### src/tplm_pkg.sv
// Package for the twisted-pair link monitor: register map, field layout,
// timing constants and the carrier structs shared by the design.
// Assumes a 200 MHz system clock; long timers are scaled by module parameters.
package tplm_pkg;

  // Clock
  localparam int CLK_PERIOD_NS = 5;
  localparam int CYCLES_PER_MS = 1000000 / CLK_PERIOD_NS;

  // Link pulse width window, least rounds up, longest rounds down
  localparam int LP_MIN_WIDTH_NS = 60;
  localparam int LP_MAX_WIDTH_NS = 200;
  localparam int LP_MIN_CYCLES = (LP_MIN_WIDTH_NS + CLK_PERIOD_NS - 1) / CLK_PERIOD_NS;
  localparam int LP_MAX_CYCLES = LP_MAX_WIDTH_NS / CLK_PERIOD_NS;
  // Consecutive same-polarity pulses that end Link Fail
  localparam int LP_PASS_COUNT = 6;

  // Collision hold-over: two bit times at 10 Mb/s
  localparam int COL_HOLD_NS = 200;
  localparam int COL_HOLD_CYCLES = COL_HOLD_NS / CLK_PERIOD_NS;

  // Transmitted link pulse: width and period
  localparam int LP_OUT_WIDTH_NS = 100;
  localparam int LP_OUT_CYCLES = LP_OUT_WIDTH_NS / CLK_PERIOD_NS;
  localparam int LP_PERIOD_MS = 16;
  // Link loss, jabber and unjab intervals
  localparam int LINK_LOSS_MS = 100;
  localparam int JABBER_MS = 20;
  localparam int UNJAB_MS = 250;

  // Register byte offsets
  localparam logic [3:0] CTRL_OFFSET = 4'h0;
  localparam logic [3:0] STAT_OFFSET = 4'h4;
  // Control fields
  localparam int CTRL_LTD_BIT = 0;
  localparam int CTRL_LRT_BIT = 1;
  localparam int CTRL_PSEL_LSB = 2;
  localparam int CTRL_SNOOZE_BIT = 4;
  localparam logic [4:0] CTRL_RESET = 5'h00;
  // Port select encodings
  localparam logic [1:0] PSEL_PIN = 2'h0;
  localparam logic [1:0] PSEL_AUI = 2'h1;
  localparam logic [1:0] PSEL_TP = 2'h2;
  // Status fields
  localparam int STAT_LINK_BIT = 0;
  localparam int STAT_POL_BIT = 1;
  localparam int STAT_XMT_BIT = 2;
  localparam int STAT_RCV_BIT = 3;
  localparam int STAT_COL_BIT = 4;
  localparam int STAT_JAB_BIT = 5;
  localparam int STAT_LOCK_BIT = 6;

  typedef enum logic {LS_FAIL, LS_PASS} tplm_link_e;

  // Software control bits
  typedef struct packed {
    logic       snoozeMode;
    logic [1:0] portSelectField;
    logic       lowReceiveThreshold;
    logic       linkTestDisable;
  } tplm_ctrl_s;

  // Status bits shown to software and LED logic
  typedef struct packed {
    logic linkGoodStatus;
    logic linkLedOutput;
    logic polarityReversed;
    logic transmitActive;
    logic receiveActive;
    logic collision;
    logic jabberFlag;
  } tplm_status_s;

endpackage

### src/tplm_link_monitor.sv
// Twisted-pair link monitor: link test, polarity detection and correction,
// activity and collision status, jabber control, power down; Avalon-MM slave.
// Assumes analog comparators deliver receive levels asynchronously; the codec
// drives transmit and end-delimiter strobes on clk_sys.
//
// Overview of operation
// - With link test enabled, no pulses and no data lead to Link Fail.
// - Link Fail disables transmit, receive, loopback, collision until data or pulses.
// - Link status and its LED are off in Link Fail, on once link passes.
// - Link test disabled keeps functions enabled; link pulses are always sent when idle.
// - Polarity detection restarts after every reset and every Link Fail entry.
// - Link Fail accepts either polarity; exits after six same-polarity pulses.
// - Entering Link Pass takes polarity from recent pulses, then only that polarity counts.
// - A pulse counts only if its excursion lasts 60 ns to 200 ns.
// - Correction stays armed until two valid-delimiter packets agree in polarity.
// - The first valid delimiter after reset or Link Fail sets receive polarity.
// - A disagreeing delimiter sets the newest polarity; invalid delimiters change nothing.
// - After two agreeing delimiters polarity is locked until Link Fail or reset.
// - A polarity-reversed signal follows inversion and is readable and shown.
// - Power up in Link Fail; switching to twisted-pair port forces Link Fail.
// - Link Fail holds transmit, receive and collision status inactive.
// - Receive plus transmit activity is collision, held two bit times; data from receive.
// - Heartbeat test is disabled while twisted pair is selected and in Link Fail.
// - Transmit over the jabber limit disables transmitter, sets flag, asserts collision.
// - After transmit stops, unjab interval passes, then collision drops, transmitter returns.
// - Reset, coma or deselection reset logic, drive outputs low, clear status.
// - Sleep release enters Link Fail; pass needs pulses or one message.
// - Snooze keeps the receive circuitry enabled while sleep is asserted.
//
// Our own choices: register access over Avalon-MM and the register addresses.
`timescale 1ns/100ps
module tplm_link_monitor
  import tplm_pkg::*;
#(
  parameter int LP_PERIOD_CYCLES = LP_PERIOD_MS * CYCLES_PER_MS,
  parameter int LINK_LOSS_CYCLES = LINK_LOSS_MS * CYCLES_PER_MS,
  parameter int JABBER_CYCLES    = JABBER_MS * CYCLES_PER_MS,
  parameter int UNJAB_CYCLES     = UNJAB_MS * CYCLES_PER_MS
)(
  input  wire logic        clk_sys,
  input  wire logic        reset_n,
  // Avalon-MM slave
  input  wire logic [3:0]  avs_address,
  input  wire logic        avs_read,
  input  wire logic        avs_write,
  input  wire logic [31:0] avs_writedata,
  output logic      [31:0] avs_readdata,
  output logic             avs_waitrequest,
  // Receive pair comparators and data (asynchronous)
  input  wire logic        rxPosLevel,
  input  wire logic        rxNegLevel,
  input  wire logic        rxCarrier,
  input  wire logic        rxData,
  input  wire logic        mediaSelectPin,
  input  wire logic        sleep_n,
  // Codec side (clk_sys)
  input  wire logic        txRequest,
  input  wire logic        txData,
  input  wire logic        endDelimiterValid,
  input  wire logic        endDelimiterNegative,
  // Outputs
  output logic             tpTxData,
  output logic             tpLinkPulse,
  output logic             rxDataOut,
  output logic             receiveCircuitEnable,
  output logic             lowReceiveThreshold,
  output logic             heartbeatEnable,
  output tplm_status_s     status
);

  // All module state except the reset synchroniser rstSync in one record
  typedef struct packed {
    logic [1:0]  posSync;
    logic [1:0]  negSync;
    logic [1:0]  carrSync;
    logic [1:0]  dataSync;
    logic [1:0]  mediaSync;
    logic [1:0]  sleepSync;
    tplm_ctrl_s  ctrl;
    logic        ack;
    logic [31:0] readData;
    tplm_link_e  linkState;
    logic        polReversed;
    logic [2:0]  lpRun;
    logic        lpRunNeg;
    logic [1:0]  etdSeen;
    logic [6:0]  posWidth;
    logic [6:0]  negWidth;
    logic [31:0] lossTimer;
    logic [31:0] lpTimer;
    logic [31:0] jabTimer;
    logic [5:0]  lpOut;
    logic        jabbed;
    logic        jabberFlag;
    logic        colActive;
    logic [5:0]  colHold;
    logic        txOut;
    logic        rxOut;
  } tplm_state_s;

  tplm_state_s st_reg;
  tplm_state_s st_next;
  logic [1:0]  rstSync;
  logic        rstInt_n;

  logic tpSelected;
  logic sleepAsserted;
  logic powerDown;
  logic enabled;
  logic posQual;
  logic negQual;
  logic pulseGood;
  logic rawCollision;
  logic txActive;
  logic rxActive;
  logic busReq;
  logic [31:0] statusWord;

  // Reset release through two flip-flops; assertion stays asynchronous
  always_ff @(posedge clk_sys or negedge reset_n)
  begin
    if (!reset_n)
      rstSync <= 2'h0;
    else
      rstSync <= {rstSync[0], 1'b1};
  end
  assign rstInt_n = rstSync[1];

  // Port selection, sleep and the power-down condition
  always_comb
  begin
    unique case (st_reg.ctrl.portSelectField)
      PSEL_PIN: tpSelected = st_reg.mediaSync[1];
      PSEL_TP:  tpSelected = 1'b1;
      default:  tpSelected = 1'b0;
    endcase
  end
  assign sleepAsserted = ~st_reg.sleepSync[1];
  // Sleep, coma and AUI selection all hold the logic in its reset state
  assign powerDown = ~tpSelected | sleepAsserted;
  assign receiveCircuitEnable = tpSelected & (~sleepAsserted | st_reg.ctrl.snoozeMode);
  assign lowReceiveThreshold = st_reg.ctrl.lowReceiveThreshold;

  // Outside power down, functions run in Link Pass, or in either link state when link test is off
  assign enabled = ~powerDown & ((st_reg.linkState == LS_PASS) | st_reg.ctrl.linkTestDisable);

  // Pulse qualification at the trailing edge of each excursion
  assign posQual = ~st_reg.posSync[1] && st_reg.posWidth >= 7'(LP_MIN_CYCLES)
                   && st_reg.posWidth <= 7'(LP_MAX_CYCLES);
  assign negQual = ~st_reg.negSync[1] && st_reg.negWidth >= 7'(LP_MIN_CYCLES)
                   && st_reg.negWidth <= 7'(LP_MAX_CYCLES);
  // In Link Pass only the chosen polarity is recognised
  assign pulseGood = st_reg.polReversed ? negQual : posQual;

  // Activity status, gated off in power down and in Link Fail with link test on
  assign txActive = txRequest & enabled & ~st_reg.jabbed;
  assign rxActive = st_reg.carrSync[1] & enabled;
  assign rawCollision = txRequest & rxActive;

  // Status outputs
  assign status.linkGoodStatus   = st_reg.linkState == LS_PASS;
  assign status.linkLedOutput    = st_reg.linkState == LS_PASS;
  assign status.polarityReversed = st_reg.polReversed;
  assign status.transmitActive   = txActive;
  assign status.receiveActive    = rxActive;
  assign status.collision        = (st_reg.colActive | st_reg.jabbed) & enabled;
  assign status.jabberFlag       = st_reg.jabberFlag;
  assign heartbeatEnable = ~(tpSelected & (st_reg.linkState == LS_FAIL));
  assign tpTxData    = st_reg.txOut;
  assign tpLinkPulse = st_reg.lpOut != 6'h00;
  assign rxDataOut   = st_reg.rxOut;

  // Avalon: one wait cycle, then the answer with waitrequest low
  assign busReq = avs_read | avs_write;
  assign avs_waitrequest = busReq & ~st_reg.ack;
  assign avs_readdata = st_reg.readData;
  always_comb
  begin
    statusWord = 32'h0;
    statusWord[STAT_LINK_BIT] = status.linkGoodStatus;
    statusWord[STAT_POL_BIT]  = status.polarityReversed;
    statusWord[STAT_XMT_BIT]  = status.transmitActive;
    statusWord[STAT_RCV_BIT]  = status.receiveActive;
    statusWord[STAT_COL_BIT]  = status.collision;
    statusWord[STAT_JAB_BIT]  = status.jabberFlag;
    statusWord[STAT_LOCK_BIT] = st_reg.etdSeen == 2'h2;
  end

  // Next-state logic
  always_comb
  begin
    st_next = st_reg;
    // Two-stage synchronisers
    st_next.posSync   = {st_reg.posSync[0], rxPosLevel};
    st_next.negSync   = {st_reg.negSync[0], rxNegLevel};
    st_next.carrSync  = {st_reg.carrSync[0], rxCarrier};
    st_next.dataSync  = {st_reg.dataSync[0], rxData};
    st_next.mediaSync = {st_reg.mediaSync[0], mediaSelectPin};
    st_next.sleepSync = {st_reg.sleepSync[0], sleep_n};

    // Bus access; the status jabber bit clears on write of one
    st_next.ack = busReq & ~st_reg.ack;
    if (busReq && !st_reg.ack)
    begin
      st_next.readData = 32'h0;
      if (avs_read && avs_address == CTRL_OFFSET)
        st_next.readData = {27'h0, st_reg.ctrl};
      else if (avs_read && avs_address == STAT_OFFSET)
        st_next.readData = statusWord;
      if (avs_write && avs_address == CTRL_OFFSET)
      begin
        st_next.ctrl.linkTestDisable     = avs_writedata[CTRL_LTD_BIT];
        st_next.ctrl.lowReceiveThreshold = avs_writedata[CTRL_LRT_BIT];
        st_next.ctrl.portSelectField     = avs_writedata[CTRL_PSEL_LSB +: 2];
        st_next.ctrl.snoozeMode          = avs_writedata[CTRL_SNOOZE_BIT];
      end
      if (avs_write && avs_address == STAT_OFFSET && avs_writedata[STAT_JAB_BIT])
        st_next.jabberFlag = 1'b0;
    end

    // Excursion width counters, saturating, cleared after each trailing edge
    st_next.posWidth = st_reg.posSync[1] ? ((st_reg.posWidth == 7'h7f) ? st_reg.posWidth
                       : st_reg.posWidth + 7'h01) : 7'h00;
    st_next.negWidth = st_reg.negSync[1] ? ((st_reg.negWidth == 7'h7f) ? st_reg.negWidth
                       : st_reg.negWidth + 7'h01) : 7'h00;

    // Link state machine
    unique case (st_reg.linkState)
      LS_FAIL:
      begin
        st_next.lossTimer = 32'h0;
        if (posQual || negQual)
        begin
          // Either polarity counts here; a change of polarity restarts the run
          if (st_reg.lpRun != 3'h0 && st_reg.lpRunNeg == negQual)
            st_next.lpRun = st_reg.lpRun + 3'h1;
          else
            st_next.lpRun = 3'h1;
          st_next.lpRunNeg = negQual;
          if (st_next.lpRun == 3'(LP_PASS_COUNT))
          begin
            st_next.linkState = LS_PASS;
            st_next.polReversed = negQual;
          end
        end
        if (endDelimiterValid)
        begin
          // One received message also brings the link up and sets polarity
          st_next.linkState = LS_PASS;
          st_next.polReversed = endDelimiterNegative;
          st_next.etdSeen = 2'h1;
        end
      end
      LS_PASS:
      begin
        if (pulseGood || st_reg.carrSync[1])
          st_next.lossTimer = 32'h0;
        else
          st_next.lossTimer = st_reg.lossTimer + 32'h1;
        // Armed correction follows each valid delimiter until two agree
        if (endDelimiterValid && st_reg.etdSeen != 2'h2)
        begin
          st_next.polReversed = endDelimiterNegative;
          if (st_reg.etdSeen == 2'h1 && endDelimiterNegative == st_reg.polReversed)
            st_next.etdSeen = 2'h2;
          else
            st_next.etdSeen = 2'h1;
        end
        if (st_reg.lossTimer >= 32'(LINK_LOSS_CYCLES) && !st_reg.ctrl.linkTestDisable)
        begin
          // Fresh Link Fail re-arms polarity detection
          st_next.linkState = LS_FAIL;
          st_next.lpRun = 3'h0;
          st_next.etdSeen = 2'h0;
        end
      end
    endcase

    // Collision while both pairs active, then held two bit times
    if (rawCollision)
    begin
      st_next.colActive = 1'b1;
      st_next.colHold = 6'(COL_HOLD_CYCLES);
    end
    else if (st_reg.colHold != 6'h00)
      st_next.colHold = st_reg.colHold - 6'h01;
    else
      st_next.colActive = 1'b0;

    // Jabber: long transmit trips it, idle for the unjab time releases it
    if (!st_reg.jabbed)
    begin
      st_next.jabTimer = (txRequest && enabled) ? st_reg.jabTimer + 32'h1 : 32'h0;
      if (st_reg.jabTimer >= 32'(JABBER_CYCLES - 1))
      begin
        st_next.jabbed = 1'b1;
        st_next.jabTimer = 32'h0;
      end
    end
    else
    begin
      st_next.jabTimer = txRequest ? 32'h0 : st_reg.jabTimer + 32'h1;
      // A transmit stream in the deciding cycle restarts the unjab wait
      if (!txRequest && st_reg.jabTimer >= 32'(UNJAB_CYCLES - 1))
      begin
        st_next.jabbed = 1'b0;
        st_next.jabTimer = 32'h0;
      end
    end
    // Hardware set wins over a software clear in the same cycle
    if (st_next.jabbed && !st_reg.jabbed)
      st_next.jabberFlag = 1'b1;

    // Link pulses while transmit idles, whatever the link test setting
    if (st_reg.lpOut != 6'h00)
      st_next.lpOut = st_reg.lpOut - 6'h01;
    if (txRequest)
      st_next.lpTimer = 32'h0;
    else if (st_reg.lpTimer >= 32'(LP_PERIOD_CYCLES - 1))
    begin
      st_next.lpTimer = 32'h0;
      st_next.lpOut = 6'(LP_OUT_CYCLES);
    end
    else
      st_next.lpTimer = st_reg.lpTimer + 32'h1;

    // Driver and corrected receive data; during collision data still comes from the pair
    // Gated by the next jabber state so the driver stops in the cycle jabber trips
    st_next.txOut = txData & txRequest & enabled & ~st_next.jabbed;
    st_next.rxOut = (st_reg.dataSync[1] ^ st_reg.polReversed) & rxActive;

    // Power down resets all link logic and quiets the drivers
    if (powerDown)
    begin
      st_next.linkState = LS_FAIL;
      st_next.polReversed = 1'b0;
      st_next.lpRun = 3'h0;
      st_next.etdSeen = 2'h0;
      st_next.lossTimer = 32'h0;
      st_next.lpTimer = 32'h0;
      st_next.jabTimer = 32'h0;
      st_next.lpOut = 6'h00;
      st_next.jabbed = 1'b0;
      st_next.jabberFlag = 1'b0;
      st_next.colActive = 1'b0;
      st_next.colHold = 6'h00;
      st_next.txOut = 1'b0;
      st_next.rxOut = 1'b0;
    end
  end

  // State register; reset value puts the unit in Link Fail
  always_ff @(posedge clk_sys or negedge rstInt_n)
  begin
    if (!rstInt_n)
    begin
      st_reg <= '0;
      st_reg.ctrl <= CTRL_RESET;
      st_reg.linkState <= LS_FAIL;
    end
    else
      st_reg <= st_next;
  end

  // Checks
  property p_fail_no_link;
    @(posedge clk_sys) disable iff (!rstInt_n)
    st_reg.linkState == LS_FAIL |-> !status.linkGoodStatus && !status.linkLedOutput;
  endproperty
  a_fail_no_link: assert property (p_fail_no_link) else $error("Link status on in Link Fail");

  property p_fail_quiet;
    @(posedge clk_sys) disable iff (!rstInt_n)
    st_reg.linkState == LS_FAIL && !st_reg.ctrl.linkTestDisable
    |-> !status.transmitActive && !status.receiveActive && !status.collision;
  endproperty
  a_fail_quiet: assert property (p_fail_quiet) else $error("Activity shown in Link Fail");

  property p_powerdown;
    @(posedge clk_sys) disable iff (!rstInt_n)
    powerDown |=> !tpTxData && !tpLinkPulse && !status.linkGoodStatus && !status.collision;
  endproperty
  a_powerdown: assert property (p_powerdown) else $error("Outputs active after power down");

  property p_first_etd;
    @(posedge clk_sys) disable iff (!rstInt_n)
    !powerDown && endDelimiterValid && st_reg.etdSeen == 2'h0
    |=> st_reg.polReversed == $past(endDelimiterNegative) && st_reg.etdSeen == 2'h1;
  endproperty
  a_first_etd: assert property (p_first_etd) else $error("First delimiter did not set polarity");

  property p_locked;
    @(posedge clk_sys) disable iff (!rstInt_n)
    st_reg.etdSeen == 2'h2 && !powerDown && st_reg.linkState == LS_PASS
    && st_reg.lossTimer < 32'(LINK_LOSS_CYCLES) |=> $stable(st_reg.polReversed);
  endproperty
  a_locked: assert property (p_locked) else $error("Locked polarity changed");

  property p_jab_set;
    @(posedge clk_sys) disable iff (!rstInt_n)
    $rose(st_reg.jabbed) |-> st_reg.jabberFlag && !status.transmitActive && !tpTxData ##0
    (status.collision || !enabled);
  endproperty
  a_jab_set: assert property (p_jab_set) else $error("Jabber entry incomplete");

  property p_unjab;
    @(posedge clk_sys) disable iff (!rstInt_n)
    $fell(st_reg.jabbed) && !$past(powerDown) |-> !$past(txRequest) && !$past(txRequest, 2);
  endproperty
  a_unjab: assert property (p_unjab) else $error("Unjab while transmit present");

  property p_col_hold;
    @(posedge clk_sys) disable iff (!rstInt_n)
    $fell(rawCollision) && !powerDown ##1 !powerDown |-> st_reg.colActive;
  endproperty
  a_col_hold: assert property (p_col_hold) else $error("Collision not held after activity");

  property p_pass_entry;
    @(posedge clk_sys) disable iff (!rstInt_n)
    $rose(st_reg.linkState == LS_PASS) |-> $past(st_reg.lpRun) == 3'(LP_PASS_COUNT - 1)
    || $past(endDelimiterValid);
  endproperty
  a_pass_entry: assert property (p_pass_entry) else $error("Link Pass without pulses or data");

  c_pass: cover property (@(posedge clk_sys) disable iff (!rstInt_n)
    $rose(st_reg.linkState == LS_PASS));
  c_lock: cover property (@(posedge clk_sys) disable iff (!rstInt_n)
    $rose(st_reg.etdSeen == 2'h2));
  c_jabber: cover property (@(posedge clk_sys) disable iff (!rstInt_n) $fell(st_reg.jabbed));
  c_collision: cover property (@(posedge clk_sys) disable iff (!rstInt_n) $rose(status.collision));

endmodule

### config.mk
export PLATFORM = sky130hd
export DESIGN_NAME = tplm_link_monitor
export DESIGN_NICKNAME = d
export VERILOG_FILES = /design/src/tplm_pkg.sv /design/src/tplm_link_monitor.sv
export SDC_FILE = /design/constraint.sdc
export NUM_CORES = 1
export LEC_CHECK = 0
export CAP_MARGIN = 20
export CORE_ASPECT_RATIO = 0.6
export CORE_MARGIN = 2
export CORE_UTILIZATION = 55
export DETAILED_ROUTE_END_ITERATION = 16
export DONT_BUFFER_PORTS = 1
export GPL_TIMING_DRIVEN = 0
export HOLD_SLACK_MARGIN = 0.1
export PLACE_DENSITY = 0.7
export SLEW_MARGIN = 20
export SYNTH_ARGS = -nofsm -noshare
export SYNTH_HDL_FRONTEND = slang
export SYNTH_SLANG_ARGS = --single-unit
### constraint.sdc
create_clock -name clk_sys -period 6.2 [get_ports clk_sys]
set_input_delay 0.93 -clock clk_sys [delete_from_list [all_inputs] [get_ports clk_sys]]
set_output_delay 0.93 -clock clk_sys [all_outputs]
set_load 0.01 [all_outputs]
### Word-level counts from Yosys, hierarchy flattened

Cells that the tools add are included.

| storage, ports and cells | value |
|---|---|
| word-level logic and storage cells | 179 |
| register bits after elaboration | 187 |
| bits of input ports | 50 |

| cells by class | value |
|---|---|
| muxes and demuxes | 47 |
| reduce and logical (&&, ||, !) cells | 37 |
| add/sub/neg operators | 8 |
| equality and inequality tests | 20 |
| bitwise operators | 29 |
| order comparisons | 8 |

Operators with widths:

| cell | count |
|---|---|
| 32-bit two-way mux | 9 |
| 113-bit two-way mux | 1 |
| 32-bit by 1-bit adder with 32-bit output (second input constant) | 3 |
| 32-bit by 22-bit greater-or-equal comparator with 1-bit output (second input constant) | 2 |
| 32-bit one-hot mux with 2 select lines | 1 |
| 7-bit two-way mux | 6 |
| 32-bit by 25-bit greater-or-equal comparator with 1-bit output (second input constant) | 1 |
| 32-bit by 26-bit greater-or-equal comparator with 1-bit output (second input constant) | 1 |
| 6-bit two-way mux | 5 |
| 1-bit logical AND | 17 |
| 7-bit by 1-bit adder with 7-bit output (second input constant) | 2 |
| 7-bit equality test (second input constant) | 2 |
| 7-bit by 4-bit greater-or-equal comparator with 1-bit output (second input constant) | 2 |
| 7-bit by 6-bit <= comparator with 1-bit output (second input constant) | 2 |
| 2-bit two-way mux | 7 |
| 1-bit AND | 13 |
| 3-bit two-way mux | 4 |
| 3-bit nonzero test | 4 |
| 6-bit nonzero test | 2 |
| 6-bit by 1-bit subtractor with 6-bit output (second input constant) | 2 |
| 1-bit two-way mux | 10 |
| 1-bit NOT | 10 |
| 5-bit one-hot mux with 2 select lines | 1 |
| 2-bit AND reduction | 5 |
| other kinds (22) | 37 |

### Logic depth before layout (Yosys ltp)

| logic depth | value |
|---|---|
| depth in word-level cells | 14 |
| gate-level depth with buffers | 9 |
| depth with buffers taken out | 7 |

### Worst setup path after synthesis

OpenSTA, ideal clock, no wires.

| path | value |
|---|---|
| path kind | in2out |
| start | input txRequest |
| end | output status[3] in the netlist's numbering |
| slack | 3.643 ns |
| cell stages on the path | 3 |
| arrival | 1.627 ns |
| cell sequence | clkbuf_1 nor4b_2 buf_4 |

| on the way | value |
|---|---|
| longest elaborated chain between the ends | 2 |

RTL lines:

| element | line | RTL |
|---|---|---|
| start, declared | tplm_link_monitor.sv:57 | `input wire logic txRequest,` |
| 1-bit AND (2 in series) | tplm_link_monitor.sv:156 | `assign txActive = txRequest & enabled & ~st_reg.jabbed;` |
| end, declared | tplm_link_monitor.sv:68 | `output tplm_status_s status` |

No other way between the ends.

### Worst setup path in the final report

| path | value |
|---|---|
| start | register st_reg[170] in the netlist's numbering |
| end | output status[3] in the netlist's numbering |

| on the way | value |
|---|---|
| longest elaborated chain between the ends | 8 |
| elaborated cells between the ends (all ways) | 9 |
| classes of those cells | eq/ne: 1; mux: 1; bitwise: 6; reduce/logical: 1 |

RTL lines:

| element | line | RTL |
|---|---|---|
| start, declared | tplm_link_monitor.sv:101 | `tplm_state_s st_reg;` |
| start signal, assigned | tplm_link_monitor.sv:362 | `st_reg <= st_next;` |
| 2-bit equality test / 2-bit logical NOT (equally long branches) | tplm_link_monitor.sv:132 | `unique case (st_reg.ctrl.portSelectField)` |
| 1-bit one-hot mux with 2 select lines * | tplm_link_monitor.sv:132 |  |
| 1-bit NOT * | tplm_link_monitor.sv:140 | `assign powerDown = ~tpSelected \| sleepAsserted;` |
| 1-bit OR * | tplm_link_monitor.sv:140 |  |
| 1-bit NOT * | tplm_link_monitor.sv:145 | `assign enabled = ~powerDown & ((st_reg.linkState == LS_PASS) \| st_reg.ctrl.linkTestDisable);` |
| 1-bit AND * | tplm_link_monitor.sv:145 |  |
| 1-bit AND * (2 in series) | tplm_link_monitor.sv:156 |  |

Every way passes the cells marked *; elsewhere a longest branch is shown, timed or not.

==> out/qor.yml <==
outcome:
  outcome: "complete, no violations"
finish:
  instances_no_fill: 1051
  areaGrowthSynthToFinish_pct: 14.0
  drive_above_1_share: 0.112
  fillCellCount: 1096
  final_area_sq_um: 8970
  nets: 910
  largest_register_ffs: 141
timing:
  skew_ns: 0.00985
  rsz0062_at_grt: "no"
  whs_ns: 0.196
  timing.final.ws_setup_ns: 3.09
  max_slew.worst_pin.slew_ns: 0.861
  fmaxAchievable_ghz: 0.322
  max_slew_margin: 0.422
  post-route-min-period_ns: 3.11
  fin_crit_sh: 0.501
  setup_viol: 0
  final_max_slew_viol_count: 0
  fin_tns_setup_ns: 0
  hold_viol_final: 0
floorplan:
  rows: 33
  initial_utilization: 0.569
  io_pins: 96
  fp.dieArea_sq_um: 15300
  die_w_um: 158
  die_h_um: 96.6
  core_sq_um: 13800
logic_synthesis:
  ys_seq_elements: 162
  synthXorXnorAreaFrac: 0.102
  synth_simple_gate_area_frac: 0.212
  synth_flop_cell: "dfrtp_1"
  yosysTopAreaCell: "dfrtp_1"
  async_reset_ff_frac: 1.00
  synth_top_cell_area_share: 0.515
  netlist_top_cells_area: "dfrtp_1, xnor2_1, nor2_1"
  synthCells: 785
  syn_area_sq_um: 7870
  synth_most_common_cell: "dfrtp_1"
  yosys-top-cells-count: "dfrtp_1, nor2_1, nand2_1, xnor2_1, xor2_1"
  yosys.cell_types.count: 58
  synth_compound_area_frac: 0.0690
  muxShareOfSynthArea: 0.0162
  avgSynthCellArea_sq_um: 10.0
  synth_warnings: 0
  synth_top_family_by_area: "simple AND/OR/NAND/NOR gates"
  synth-seq-area-share: 0.515
  synth_adder_area_share: 0.0207
  synth-edff-count: 0
clock_tree:
  numCtsBuffers: 17
  clkSinkCount: 162
  cts-hold-fix-buffers: 0
  post_cts_buffers: 0
  root_buffer: "clkbuf_16"
  clock_latency_ns: 0.42
  cts.repair.resized: 0
  cts_tree: "done"
  cts-htree-levels: 4
  clockBufferDepth: 2
  clk_pin_slew_ns: 0.06
pwr:
  cellPowerDensity_nw_per_um2: 284
  peakVddDrop_uv: 160
  power.leakage_nw: 3.93
setup_path:
  slowest_stage: "nor4b_2"
  worstPathCellList: "o21ba_2, nand2_1, nor4b_2, buf_4"
  startpoint_type: "flop"
  worst-path-buf-inv: 1
  critPathKind: "reg2out"
  worstPathRequired_ns: 5.27
  cp-end-kind: "primary output"
  critical-path-top-delay-family: "simple AND/OR/NAND/NOR gates"
  cpPeakStageDelay_ns: 0.58
  arrival_ns: 2.18
  critPathMaxFanout: 10
route:
  drc: 0
  routed_via_density: 5.27
  num_vias: 5536
  finalWirelength_mm: 15.6
  wire_per_inst_um: 14.9
  antenna_left: 0
  first_pass_iters: 5
  drtIter0Drc: 395
place:
  dpl.cell_count: 1020
  hpwlAfterDp_mm: 11.1
  dpl_cell_area_sq_um: 8340
  portBuffers: 0
  preCtsSetupSlack_ns: 3.22
  gp_congestion: 0.852
global_routing:
  globalRoute.totalOverflow: 0
  first_global_vias: 5196
  track_usage: 0.215
  grt_max_degree: 60
  grt_pass1_wl_mm: 25.8
  antenna_found_initial: 0
worst_hold_path:
  hold_path_class: "reg2async"
flow_run:
  maxCapViolCount: 0
==> per-stage QoR <==
step                total power [W]  utilization
floorplan                   0.00138            -
CTS                         0.00257        0.648
detailed placement          0.00144        0.603
finish                      0.00255        0.649
global route                0.00266        0.648
global placement            0.00142        0.597
==> worst reg2reg max path: cells and delay by family, from the launching register on <==
| kind | cells | cell delay (ns) |
|---|---|---|
| and+or+nand+nor | 2 | 0.98 |
| AOI/OAI and AO/OA | 2 | 0.51 |
| DFF | 1 | 0.42 |
| muxes | 1 | 0.36 |
==> cell usage in the layout, fill, tap and decap left out, types with 5 or more instances in the layout <==
cell | synthesis | layout
dfrtp_1 | 162 | 161
nor2_1 | 121 | 121
nand2_1 | 57 | 57
xnor2_1 | 53 | 53
conb_1 | 2 | 42
xor2_1 | 39 | 39
buf_4 | 38 | 38
nand3_1 | 36 | 36
inv_1 | 26 | 26
nor3_1 | 21 | 21
o21ai_0 | 18 | 18
and3_1 | 18 | 18
nand4_1 | 17 | 17
clkbuf_16 | 0 | 17
clkbuf_1 | 13 | 16
a21oi_1 | 15 | 15
ha_1 | 13 | 13
nor4_1 | 11 | 11
and2_1 | 11 | 11
nor2b_1 | 9 | 9
or3_1 | 8 | 8
nand2b_1 | 8 | 8
a211oi_1 | 7 | 7
a31oi_1 | 6 | 6
mux2i_1 | 6 | 6
mux2_2 | 6 | 6
buf_2 | 5 | 5
a21o_1 | 5 | 5
bufinv_16 | 0 | 5
==> cell families after synthesis <==
kind of cell,Yosys count
compound gates,80
xor+xnor,92
fa+ha+maj,13
buf+inv,86
flops,162
mux,12
other cells,2
simple gates,338
==> report_power, final <==
part	switching (W)	internal, W	leakage, nW
Combinational	0.000165	0.000115	1.46
Sequential	0.0000403	0.00110	2.17
Clock	0.000402	0.000722	0.295
Total	0.000607	0.00194	3.93
==> per-layer routing <==
layer / GRT usage / part of all wire
met4: 0.0631 / 0.0088
met5: 0 / 0
met3: 0.0390 / 0.044
met2: 0.332 / 0.46
met1: 0.311 / 0.49
==> path summary, 6_finish.rpt <==
kind	to	start	slack [ns]	depth (start not counted)
max in group asynchronous	st_reg[42]	rstSync[1]	5.22	2
max	status[3]	st_reg[170]	3.09	4
min in group clk_sys	st_reg[180]	st_next[180]	0.35	0
min reg2reg	st_reg[120]	rstSync[1]	0.20	0
max reg2reg	st_reg[127]	st_reg[107]	3.82	5
min	st_reg[120]	rstSync[1]	0.20	0
==> layout make-up <==
cell class                      count  area [sq um]  share of cell area
Clock inverter                      9           181              0.0202
Multi-Input combinational cell    577          3460               0.386
Antenna cell                        1          2.50            0.000279
Inverter                           26          97.6              0.0109
Buffer                             60           404              0.0450
Tap cell                          192           240              0.0268
Sequential cell                   162          4060               0.452
Clock buffer                       21           450              0.0502
Timing Repair Buffer                3          75.1             0.00837
(Power assumes the default switching activity.)
